`config.mk`:
```
export PLATFORM = sky130hd
export DESIGN_NAME = output_test_and_offset_control
export DESIGN_NICKNAME = d
export VERILOG_FILES = /design/src/rtl/otoc_pkg.sv /design/src/rtl/output_test_and_offset_control.sv
export VERILOG_INCLUDE_DIRS = /design/src /design/src/rtl
export SDC_FILE = /design/constraint.sdc
export NUM_CORES = 1
export LEC_CHECK = 0
export ABC_AREA = 1
export BUFFER_PORTS_ARGS = -buffer_cell sky130_fd_sc_hd__buf_2
export CORE_MARGIN = 2
export CORE_UTILIZATION = 61
export CTS_CLUSTER_DIAMETER = 120
export DETAILED_ROUTE_END_ITERATION = 8
export PLACE_DENSITY = 0.94
export SLEW_MARGIN = 30
export SYNTH_ARGS = -nofsm -noshare
export SYNTH_HDL_FRONTEND = slang
export SYNTH_SLANG_ARGS = --single-unit
```
`constraint.sdc`:
```
create_clock -name I_CLK -period 3.7 [get_ports I_CLK]
set_input_delay 0.185 -clock I_CLK [delete_from_list [all_inputs] [get_ports I_CLK]]
set_output_delay 0.185 -clock I_CLK [all_outputs]
set_load 0.02 [all_outputs]
```
`src/rtl/otoc_cfg.svh`:
```
// Register offsets, field positions, reset values and PRBS seeds.
`ifndef OTOC_CFG_SVH
`define OTOC_CFG_SVH
`define OFS_PAT_SEL 4'h2
`define OFS_SER_GAIN 4'h3
`define OFS_OFFSET_PAT 4'h4
`define OFS_CUSTOM 4'h5
`define OFS_STATUS 4'h6
`define RST_REG 16'h0000
`define POS_FCLK_PAT 13
`define POS_DATA_PAT 7
`define POS_DELAY_LO 0
`define POS_SER_FACTOR 13
`define POS_GAIN_EN 12
`define POS_DELAY_HI 9
`define POS_OFS_EN 8
`define POS_WR_SEL 5
`define POS_AUTO_EN 15
`define POS_START_SRC 14
`define POS_START_MAN 13
`define POS_ACC_CNT 9
`define POS_IND_LANES 8
`define POS_PR_HOLD 7
`define POS_PR_LEN 6
`define POS_PR_ON 5
`define POS_MSB_FIRST 4
`define POS_RES 0
`define PR23_SEED 23'h7fffff
`define PR9_SEED 9'h1ff
`endif

```
`src/rtl/otoc_pkg.sv`:
```
// Types shared by the output test and offset control block.
package otoc_pkg;
	typedef enum logic [2:0] {
		PAT_NORMAL = 3'h0, PAT_SYNC = 3'h1, PAT_DESKEW = 3'h2,
		PAT_CUSTOM = 3'h3, PAT_ONES = 3'h4, PAT_TOGGLE = 3'h5,
		PAT_ZEROS = 3'h6, PAT_RAMP = 3'h7
	} pattern_type;
	typedef enum logic [1:0] {
		ST_IDLE = 2'h0, ST_DELAY = 2'h1, ST_ACCUM = 2'h3
	} corr_state_type;
	typedef struct packed {
		logic [4:0] factor;
		logic [3:0] resolution;
		logic msb_first;
		logic gain_on;
		logic offset_on;
	} path_cfg_type;
endpackage : otoc_pkg

```
`src/rtl/output_test_and_offset_control.sv`:
```
// Configuration registers, pattern and PRBS generator, offset start control.
`timescale 1ns/1ps
`include "otoc_cfg.svh"
module output_test_and_offset_control #(
	parameter int LANES = 4
) (
	input wire logic I_CLK,
	input wire logic I_SYS_RST,
	input wire logic [3:0] I_AVS_ADDRESS,
	input wire logic I_AVS_READ,
	input wire logic I_AVS_WRITE,
	input wire logic [31:0] I_AVS_WRITEDATA,
	input wire logic [3:0] I_AVS_BYTEENABLE,
	output logic [31:0] O_AVS_READDATA,
	output logic O_AVS_WAITREQUEST,
	input wire logic I_TRANSMIT_TRIGGER,
	input wire logic [3*LANES-1:0] I_PER_LANE_PATTERN_SELECT,
	input wire logic [13:0] I_SAMPLE,
	output logic [16*LANES-1:0] O_LANE_WORD,
	output logic [15:0] O_FRAME_WORD,
	output otoc_pkg::path_cfg_type O_PATH_CFG,
	output logic O_LANE_WRITE_SELECT,
	output logic O_CORR_ACCUMULATE,
	output logic O_CORR_DONE
);
	// The lane select and lane word buses are sized for at most sixteen
	// lanes, and at least one lane must exist.
	generate
		if (LANES < 1 || LANES > 16) begin : g_lanes_check
			$error("LANES must lie in 1 to 16");
		end
	endgenerate

	// Software-visible configuration words, then ramp, PRBS, toggle, bus and trigger state.
	logic [15:0] pat_sel_reg;
	logic [15:0] ser_gain_reg;
	logic [15:0] offset_pat_reg;
	logic [15:0] custom_reg;
	logic [15:0] ramp_reg;
	logic [22:0] pr_reg;
	logic pr_len_prev_reg;
	logic toggle_reg;
	logic ack_reg;
	logic trig_meta_reg;
	logic trig_sync_reg;
	logic trig_prev_reg;
	logic start_man_prev_reg;
	// Offset correction sequencer.
	otoc_pkg::corr_state_type state_reg;
	logic [7:0] delay_cnt_reg;
	logic [4:0] acc_cnt_reg;
	logic done_reg;
	logic access;
	logic wr_hit;
	logic [15:0] wdata;
	logic [7:0] delay_val;
	logic start_event;
	logic trig_pulse;
	logic [15:0] pr_word;
	wire logic [16*LANES-1:0] lane_next;

	// Byte-lane merge for a 16-bit register written through a 32-bit bus.
	function automatic logic [15:0] merge(input logic [15:0] old,
		input logic [15:0] nw, input logic [3:0] be);
		merge = {be[1] ? nw[15:8] : old[15:8], be[0] ? nw[7:0] : old[7:0]};
	endfunction : merge

	// Pattern decode shared by the frame lane and every data lane.
	// With the generator on, custom and ramp codes carry its word instead.
	function automatic logic [15:0] pattern_word(input logic [2:0] code,
		input logic [15:0] sample, input logic [15:0] custom,
		input logic [15:0] ramp, input logic tog, input logic [15:0] prw,
		input logic pr_on);
		case (otoc_pkg::pattern_type'(code))
			otoc_pkg::PAT_NORMAL: pattern_word = sample;
			otoc_pkg::PAT_SYNC: pattern_word = 16'hff00;
			otoc_pkg::PAT_DESKEW: pattern_word = 16'haaaa;
			otoc_pkg::PAT_CUSTOM: pattern_word = pr_on ? prw : custom;
			otoc_pkg::PAT_ONES: pattern_word = 16'hffff;
			otoc_pkg::PAT_TOGGLE: pattern_word = tog ? 16'haaaa : 16'h5555;
			otoc_pkg::PAT_ZEROS: pattern_word = 16'h0000;
			otoc_pkg::PAT_RAMP: pattern_word = pr_on ? prw : ramp;
			default: pattern_word = sample;
		endcase
	endfunction : pattern_word

	// A request is taken while no answer is pending; a write lands only
	// at the edge where the master sees waitrequest low, so a request
	// withdrawn before its answer leaves the registers untouched.
	assign access = (I_AVS_READ || I_AVS_WRITE) && !ack_reg;
	assign wr_hit = I_AVS_WRITE && ack_reg;
	assign wdata = I_AVS_WRITEDATA[15:0];

	// One wait cycle per access: waitrequest drops in the second cycle
	// and rises again at once, so back-to-back requests each take two.
	always_ff @(posedge I_CLK) begin
		if (I_SYS_RST) begin
			ack_reg <= 1'b0;
			O_AVS_WAITREQUEST <= 1'b1;
		end else begin
			ack_reg <= access;
			O_AVS_WAITREQUEST <= !access;
		end
	end

	// Read data is captured when the request is taken and then stands
	// through the answer cycle until the next read replaces it.
	always_ff @(posedge I_CLK) begin
		if (I_SYS_RST) begin
			O_AVS_READDATA <= 32'h0;
		end else if (I_AVS_READ && !ack_reg) begin
			case (I_AVS_ADDRESS)
				`OFS_PAT_SEL: O_AVS_READDATA <= {16'h0, pat_sel_reg};
				`OFS_SER_GAIN: O_AVS_READDATA <= {16'h0, ser_gain_reg};
				`OFS_OFFSET_PAT: O_AVS_READDATA <= {16'h0, offset_pat_reg};
				`OFS_CUSTOM: O_AVS_READDATA <= {16'h0, custom_reg};
				// Status: bit 2 done, bits 1:0 the sequencer state.
				`OFS_STATUS: O_AVS_READDATA <= {29'h0, done_reg,
					state_reg};
				default: O_AVS_READDATA <= 32'h0;
			endcase
		end
	end

	// Byte enables 1:0 pick the register halves; enables 3:2 are unused.
	always_ff @(posedge I_CLK) begin
		if (I_SYS_RST) begin
			pat_sel_reg <= `RST_REG;
			ser_gain_reg <= `RST_REG;
			offset_pat_reg <= `RST_REG;
			custom_reg <= `RST_REG;
		end else if (wr_hit) begin
			case (I_AVS_ADDRESS)
				`OFS_PAT_SEL: pat_sel_reg <= merge(pat_sel_reg, wdata,
					I_AVS_BYTEENABLE);
				`OFS_SER_GAIN: ser_gain_reg <= merge(ser_gain_reg, wdata,
					I_AVS_BYTEENABLE);
				`OFS_OFFSET_PAT: offset_pat_reg <= merge(offset_pat_reg,
					wdata, I_AVS_BYTEENABLE);
				`OFS_CUSTOM: custom_reg <= merge(custom_reg, wdata,
					I_AVS_BYTEENABLE);
				default: ;
			endcase
		end
	end

	// Path configuration as plain counts; reserved rate and resolution
	// codes fall back to twelve so the serializer never sees a bad width.
	always_ff @(posedge I_CLK) begin
		if (I_SYS_RST) begin
			O_PATH_CFG <= '0;
			O_LANE_WRITE_SELECT <= 1'b0;
		end else begin
			case (ser_gain_reg[`POS_SER_FACTOR +: 3])
				3'h1: O_PATH_CFG.factor <= 5'd14;
				3'h4: O_PATH_CFG.factor <= 5'd16;
				3'h3: O_PATH_CFG.factor <= 5'd10;
				default: O_PATH_CFG.factor <= 5'd12;
			endcase
			case (offset_pat_reg[`POS_RES +: 2])
				2'h1: O_PATH_CFG.resolution <= 4'd14;
				2'h3: O_PATH_CFG.resolution <= 4'd10;
				default: O_PATH_CFG.resolution <= 4'd12;
			endcase
			O_PATH_CFG.msb_first <= offset_pat_reg[`POS_MSB_FIRST];
			O_PATH_CFG.gain_on <= ser_gain_reg[`POS_GAIN_EN];
			O_PATH_CFG.offset_on <= ser_gain_reg[`POS_OFS_EN];
			O_LANE_WRITE_SELECT <= ser_gain_reg[`POS_WR_SEL];
		end
	end

	// Trigger pin synchroniser and rising-edge detect. Only the second
	// stage feeds logic; a pin edge is seen two clocks after it rises.
	// The manual start bit has its own edge detect, so a bit left at one
	// does not restart the correction each time it finishes.
	always_ff @(posedge I_CLK) begin
		if (I_SYS_RST) begin
			trig_meta_reg <= 1'b0;
			trig_sync_reg <= 1'b0;
			trig_prev_reg <= 1'b0;
			start_man_prev_reg <= 1'b0;
		end else begin
			trig_meta_reg <= I_TRANSMIT_TRIGGER;
			trig_sync_reg <= trig_meta_reg;
			trig_prev_reg <= trig_sync_reg;
			start_man_prev_reg <= offset_pat_reg[`POS_START_MAN];
		end
	end

	assign trig_pulse = trig_sync_reg && !trig_prev_reg;
	// The start delay joins two high bits of one register to the six low
	// bits of the pattern register.
	assign delay_val = {ser_gain_reg[`POS_DELAY_HI +: 2],
		pat_sel_reg[`POS_DELAY_LO +: 6]};
	assign start_event = offset_pat_reg[`POS_START_SRC] ? trig_pulse
		: (offset_pat_reg[`POS_START_MAN] && !start_man_prev_reg);

	// Correction sequencer; new starts are ignored while busy. A manual
	// start skips the delay, which only counts from a trigger pulse. The
	// accumulate phase lasts the programmed field plus one samples.
	always_ff @(posedge I_CLK) begin
		if (I_SYS_RST) begin
			state_reg <= otoc_pkg::ST_IDLE;
			delay_cnt_reg <= 8'h0;
			acc_cnt_reg <= 5'h0;
			done_reg <= 1'b0;
		end else if (!offset_pat_reg[`POS_AUTO_EN]) begin
			state_reg <= otoc_pkg::ST_IDLE;
			done_reg <= 1'b0;
		end else begin
			case (state_reg)
				otoc_pkg::ST_IDLE: begin
					if (start_event) begin
						done_reg <= 1'b0;
						delay_cnt_reg <= offset_pat_reg[`POS_START_SRC]
							? delay_val : 8'h0;
						state_reg <= otoc_pkg::ST_DELAY;
					end
				end
				otoc_pkg::ST_DELAY: begin
					if (delay_cnt_reg == 8'h0) begin
						acc_cnt_reg <= {1'b0,
							offset_pat_reg[`POS_ACC_CNT +: 4]} + 5'h1;
						state_reg <= otoc_pkg::ST_ACCUM;
					end else begin
						delay_cnt_reg <= delay_cnt_reg - 8'h1;
					end
				end
				otoc_pkg::ST_ACCUM: begin
					if (acc_cnt_reg == 5'h1) begin
						done_reg <= 1'b1;
						state_reg <= otoc_pkg::ST_IDLE;
					end
					acc_cnt_reg <= acc_cnt_reg - 5'h1;
				end
				default: state_reg <= otoc_pkg::ST_IDLE;
			endcase
		end
	end

	// Registered copies keep every correction output straight from a flop.
	always_ff @(posedge I_CLK) begin
		if (I_SYS_RST) begin
			O_CORR_ACCUMULATE <= 1'b0;
			O_CORR_DONE <= 1'b0;
		end else begin
			O_CORR_ACCUMULATE <= state_reg == otoc_pkg::ST_ACCUM;
			O_CORR_DONE <= done_reg;
		end
	end

	// PRBS: 23-bit x^23+x^18+1 or 9-bit x^9+x^5+1. A change of length
	// reseeds the register: the short generator keeps only the low bits
	// of the long one, which may all be zero and would lock it up.
	always_ff @(posedge I_CLK) begin
		if (I_SYS_RST || offset_pat_reg[`POS_PR_HOLD]) begin
			pr_reg <= `PR23_SEED;
			pr_len_prev_reg <= offset_pat_reg[`POS_PR_LEN];
		end else if (offset_pat_reg[`POS_PR_LEN]
			!= pr_len_prev_reg) begin
			pr_reg <= offset_pat_reg[`POS_PR_LEN] ? {14'h0, `PR9_SEED}
				: `PR23_SEED;
			pr_len_prev_reg <= offset_pat_reg[`POS_PR_LEN];
		end else if (offset_pat_reg[`POS_PR_ON]) begin
			if (offset_pat_reg[`POS_PR_LEN]) begin
				pr_reg <= {14'h0, pr_reg[7:0], pr_reg[8] ^ pr_reg[4]};
			end else begin
				pr_reg <= {pr_reg[21:0], pr_reg[22] ^ pr_reg[17]};
			end
		end
	end

	assign pr_word = offset_pat_reg[`POS_PR_LEN] ? {7'h0, pr_reg[8:0]}
		: pr_reg[15:0];

	// Ramp and toggle run free so that every lane using them stays in step.
	always_ff @(posedge I_CLK) begin
		if (I_SYS_RST) begin
			ramp_reg <= 16'h0;
			toggle_reg <= 1'b0;
		end else begin
			ramp_reg <= ramp_reg + 16'h1;
			toggle_reg <= !toggle_reg;
		end
	end

	// The frame line carries half ones, half zeros in normal operation,
	// which is the sync word, so its normal input is that constant.
	always_ff @(posedge I_CLK) begin
		if (I_SYS_RST) begin
			O_FRAME_WORD <= 16'h0;
		end else begin
			O_FRAME_WORD <= pattern_word(pat_sel_reg[`POS_FCLK_PAT +: 3],
				16'hff00, custom_reg, ramp_reg, toggle_reg, pr_word,
				offset_pat_reg[`POS_PR_ON]);
		end
	end

	// Each lane picks its own code only in independent mode. The words are
	// formed first and registered in one process, so one process drives
	// the whole output bus.
	genvar g;
	generate
		for (g = 0; g < LANES; g++) begin : lane
			logic [2:0] code;
			assign code = offset_pat_reg[`POS_IND_LANES]
				? I_PER_LANE_PATTERN_SELECT[3*g +: 3]
				: pat_sel_reg[`POS_DATA_PAT +: 3];
			assign lane_next[16*g +: 16] = pattern_word(code,
				{2'h0, I_SAMPLE}, custom_reg, ramp_reg, toggle_reg,
				pr_word, offset_pat_reg[`POS_PR_ON]);
		end
	endgenerate

	always_ff @(posedge I_CLK) begin
		if (I_SYS_RST) begin
			O_LANE_WORD <= '0;
		end else begin
			O_LANE_WORD <= lane_next;
		end
	end
endmodule : output_test_and_offset_control

```
# Yosys cells after proc, flatten, opt, wreduce, memory -nomap -nowiden
# Cells that the tools add are included.
# totals
register_bits,254
out_inout_bits,128
word_cells,167
# op_classes
add_sub_neg,4
eq_ne,53
n_mux,36
bitwise_logic,3
n_reduce_logical,38
# op_table
op,count
one-hot mux 16 bit (8 select lines),4
one-hot mux 16 bit (7 select lines),1
2-to-1 mux 23 bit,4
one-hot mux 16 bit (5 select lines),1
2-to-1 mux 16 bit,4
"equality test 3 bit, second input constant",21
"equality test 3 x 2 -> 1 bit, second input constant",11
AND reduction 3 bit,11
2-to-1 mux 8 bit,3
"equality test 3 x 1 -> 1 bit, second input constant",6
"adder 16 x 1 -> 16 bit, second input constant",1
one-hot mux 8 bit (2 select lines),1
zero test 3 bit,5
one-hot mux 5 bit (3 select lines),1
"equality test 4 x 3 -> 1 bit, second input constant",3
2-to-1 mux 3 bit,4
one-hot mux 5 bit (2 select lines),1
nonzero test 2 bit,5
"equality test 4 x 2 -> 1 bit, second input constant",2
zero test 8 bit,1
"!= test 2 bit, second input constant",4
"subtractor 8 x 1 -> 8 bit, second input constant",1
2-to-1 mux 2 bit,3
one-hot mux 2 bit (3 select lines),1
18 further kinds,35

# Longest topological paths before layout
# depth
ltp_word,5
depth_mapped,10
mapped_depth_nobuf,10

# Worst setup path before layout
# Ideal clock, no wire load.
# synth_timing
path_kind,reg-to-reg
start,register offset_pat_reg[8]
end,register O_LANE_WORD[20]
setup_ns,0.117
arrival_ns,1.321
t_required_ns,3.583
path_slack_ns,2.262
stages_incl_launch_ff,9
period_less_slack_ns,1.438
cell_sequence,dfxtp_1 inv_2 nor2_1 nor2_8 nor2_2 nand2_2 buf_2 o21ai_0 nor2_1
# synth_between
elab_chain_len,3
elab_cells_between_ends,10
cone_classes,eq/ne (7); mux (2); reduce/logical (1)
# synth_lines
element,line,rtl
from (decl),output_test_and_offset_control.sv:37,logic [15:0] offset_pat_reg;
from (signal assigned),output_test_and_offset_control.sv:130,offset_pat_reg <= `RST_REG;
from (signal assigned),output_test_and_offset_control.sv:138,"`OFS_OFFSET_PAT: offset_pat_reg <= merge(offset_pat_reg,"
2-to-1 mux 3 bit (*),output_test_and_offset_control.sv:306,assign code = offset_pat_reg[`POS_IND_LANES]
equality test 3 bit (tied with other cells),output_test_and_offset_control.sv:74,case (otoc_pkg::pattern_type'(code))
one-hot mux 16 bit (8 select lines) (*),output_test_and_offset_control.sv:74,
to (signal assigned),output_test_and_offset_control.sv:319,O_LANE_WORD <= lane_next;
to (decl),output_test_and_offset_control.sv:19,"output logic [16*LANES-1:0] O_LANE_WORD,"
# Mark *: on every way between the ends. The rest lies on a longest branch, timed or not.
# A chain may end at the register's enable or synchronous reset.

# Final worst setup path
# layout_timing
start,register offset_pat_reg[8]
end,register O_LANE_WORD[39]
# Same word-level chain as after synthesis.

==> qor.txt <==
Netlist cell types: 41
Final Setup Violations: 0
Unrepaired setup endpoints after global routing: no
Ports: 199
Port bufs: 162
Die area: 19,300 um^2
Layout cells sized above 1: 0.141
Longest Clk Path Bufs: 3
Gr usage total: 0.351
Largest net degree at the start of global routing: 145
Detailed Place HPWL: 24,300 um
Xor/xnor share of the synthesized area: 0.00316
Main combinational cell family by area after synthesis: simple AND/OR/NAND/NOR gates
Post-synth EDFFs: 1
CP Data Arrival Time: 2.94 ns
Max cap viols: 0
Critical Path Sink Type: flip-flop
WP buf/inv: 2
PnR Total Power: 5.42 mW
WL per Instance: 17.3 um
CP Launch Point: offset_pat_reg[8]
Reg2reg path depth: 9
WHS Path Cells: 3
Status: finished, final reports clean
Relative slew slack: 0.262
Critical Path RT: 4.15 ns
Post-CTS Setup Inserts: 0
Final Max Tran Viols: 0
GP Congestion: 1.00
Simple-gate portion of the synthesized area: 0.318
CTS Hold Bufs: 27
Post-CTS resize count: 0
Yosys warning total: 0
Top cells by area, synth: dfxtp_1 (42%), nand2_1 (12%), nor2_1 (9.5%)
Total gr overflow: 0
Reg-to-reg slack, setup: 1.21 ns
Gate Count Post-Synth: 1,639
Worst r2r dst: O_LANE_WORD[39]
Post-layout minimum cycle time: 2.49 ns
Critical-path top delay cell: nor2_2
Adder-cell share of the synthesized area: 0.00677
Cell Rows: 49
Final setup skew: 0.0160 ns
Clk pin slew, worst setup/hold paths: 0.06 ns
Initial antenna violation count: 0
CTS buffer count: 24
Die H: 139 um
Max FFs per register: 64
Via count: 11,916
Hold Startpoint: I_SAMPLE[6]
PD cells: 419 nW/um^2
Placed Cells incl. Taps: 1,973
Die width: 139 um
Commonest non-fill, non-tap cell in the layout: nand2_1
Hold Path End: O_LANE_WORD[38]
First-pass GRT wire length: 55,300 um
Worst Tran Pin Value: 1.10 ns
Sink Count: 236
Async SR Flop Fraction: 0
Multiplexer share of the synthesized area: 0
Peak Freq: 0.401 GHz
Seq cells post-synth: 236
Clock Latency Late Sink: 0.54 ns
Share of the synthesized area in the top cell type: 0.424
Top_reg_cell synth: dfxtp_1
Syn avg cell area: 6.77 um^2
Slowest stage delay, CP: 0.51 ns
CTS root buf: clkbuf_16
Commonest cells after routing, fill and taps aside: nand2_1 (348), nor2_1 (279), dfxtp_1 (235)
Hold Path Class: primary input to flip-flop
Final wirelength: 35,300 um
CP startpoint kind: flip-flop
Final-report hold violation count: 0
Vias in the first global route: 11,007
Nets@finish: 1,874
Setup CP Type: flip-flop to flip-flop
Drt pass-1 iters: 8
CP top delay family: simple AND/OR/NAND/NOR gates
Crit-path max FO: 17
# DRC: 0
Compound-Gate Fraction of Synth Area: 0.156
Setup_tns: 0 ns
Core ar.: 17,900 um^2
Non-filler cells, final: 2,043
Post-Syn Area: 11,100 um^2
H-tree Lvls: 1
Initial Utilization: 0.620
CP Cell Sequence: inv_2 > nand2_2 > nand2_2 > nand2_1 > nor2_2 > inv_1 > nor2_1 > nor2_1 > a21oi_1
R2R Path Start: offset_pat_reg[8]
ANT nets after route: 0
P_leak: 5.91 nW
Peak supply drop: 0.484 mV
Cell taking the most area after synthesis: dfxtp_1
CTS tree: done
Period utilization: 0.673
Sequential share of the synthesized area: 0.427
Util after Layout: 0.722
# diodes: 0
Syn-to-layout area delta: 16.6%
Via density: 5.83
Iteration-0 DRC Markers: 1,392
[layer usage]
layer	share of wire	wire length, um	vias to the layer above	track usage
li1	-	-	5595	-
met5	0	0	-	0
met4	0.063	2230	0	0.194
met3	0.11	3910	170	0.0773
met1	0.37	13200	5315	0.424
met2	0.45	16000	836	0.584
[worst max-delay path by stage]
| stage | endpoint | slack, ns | cells past startpoint |
|---|---|---|---|
| final | O_LANE_WORD[39] | 1.21 | 9 |
| after global placement | O_LANE_WORD[39] | 1.41 | 9 |
| after detailed placement | O_LANE_WORD[39] | 1.34 | 9 |
| after CTS | O_LANE_WORD[39] | 1.32 | 9 |
| after floorplan | O_LANE_WORD[20] | 2.26 | 8 |
| after global routing | O_LANE_WORD[33] | 1.11 | 9 |
[logic make-up (layout without fill, tap and decap cells)]
family,after synthesis,in the layout
xor gates and xnor gates,4,4
buffers and inverters,228,386
DFF,236,236
and+or+nand+nor,836,836
AOI/OAI and AO/OA,328,328
adders and majority gates,6,6
other,1,18
[cells in the mapped netlist, types with 2 or more instances]
cell type and instances:
nand2_1 348, nand2_2 14, nand3_1 147, a31o_2 2, clkinv_1 3, o21a_1 4
nor2_4 8, o21ai_1 4, o211ai_1 4, buf_2 16, nand4_1 14, nor2_1 280
a31oi_1 5, dfxtp_1 235, inv_1 137, xor2_1 4, a21oi_1 94, o21ai_0 202
a211oi_2 2, nand2_4 2, clkbuf_1 34, buf_4 25, nor3_1 11, nor2_2 7
o221ai_1 5, inv_2 5, ha_1 6, o22ai_1 2, buf_1 7
[final cells by class]
cell class,count,area (um^2)
Clock buffer,36,706
Clock inverter,7,62.6
Fill cell,1429,4970
Inverter,145,544
Multi-Input combinational cell,1192,5450
Sequential cell,236,4730
Tap cell,229,287
Timing Repair Buffer,198,1150
[where the power goes]
part,internal (mW),leakage [nW],switching [mW]
sequential,2.61,1.93,0.0295
combinational,0.132,3.60,0.297
clock,1.32,0.377,1.02
total,4.07,5.91,1.35
[worst min-delay path, cell delays in order]
cell and delay, ns:
buf_2 0.13, o21ai_0 0.09, nor2_1 0.10
[stage by stage]
stage	hold slack, ns	area [um^2]	worst slack [ns]
finish	0.0239	12900	1.21
CTS	0.00106	12900	1.32
global route	0.0283	12900	1.11
detailed placement	0.395	11900	1.34
global placement	0.385	11900	1.41
floorplan	0.292	11200	2.26
Note: power is estimated with default switching activity, not from simulation.
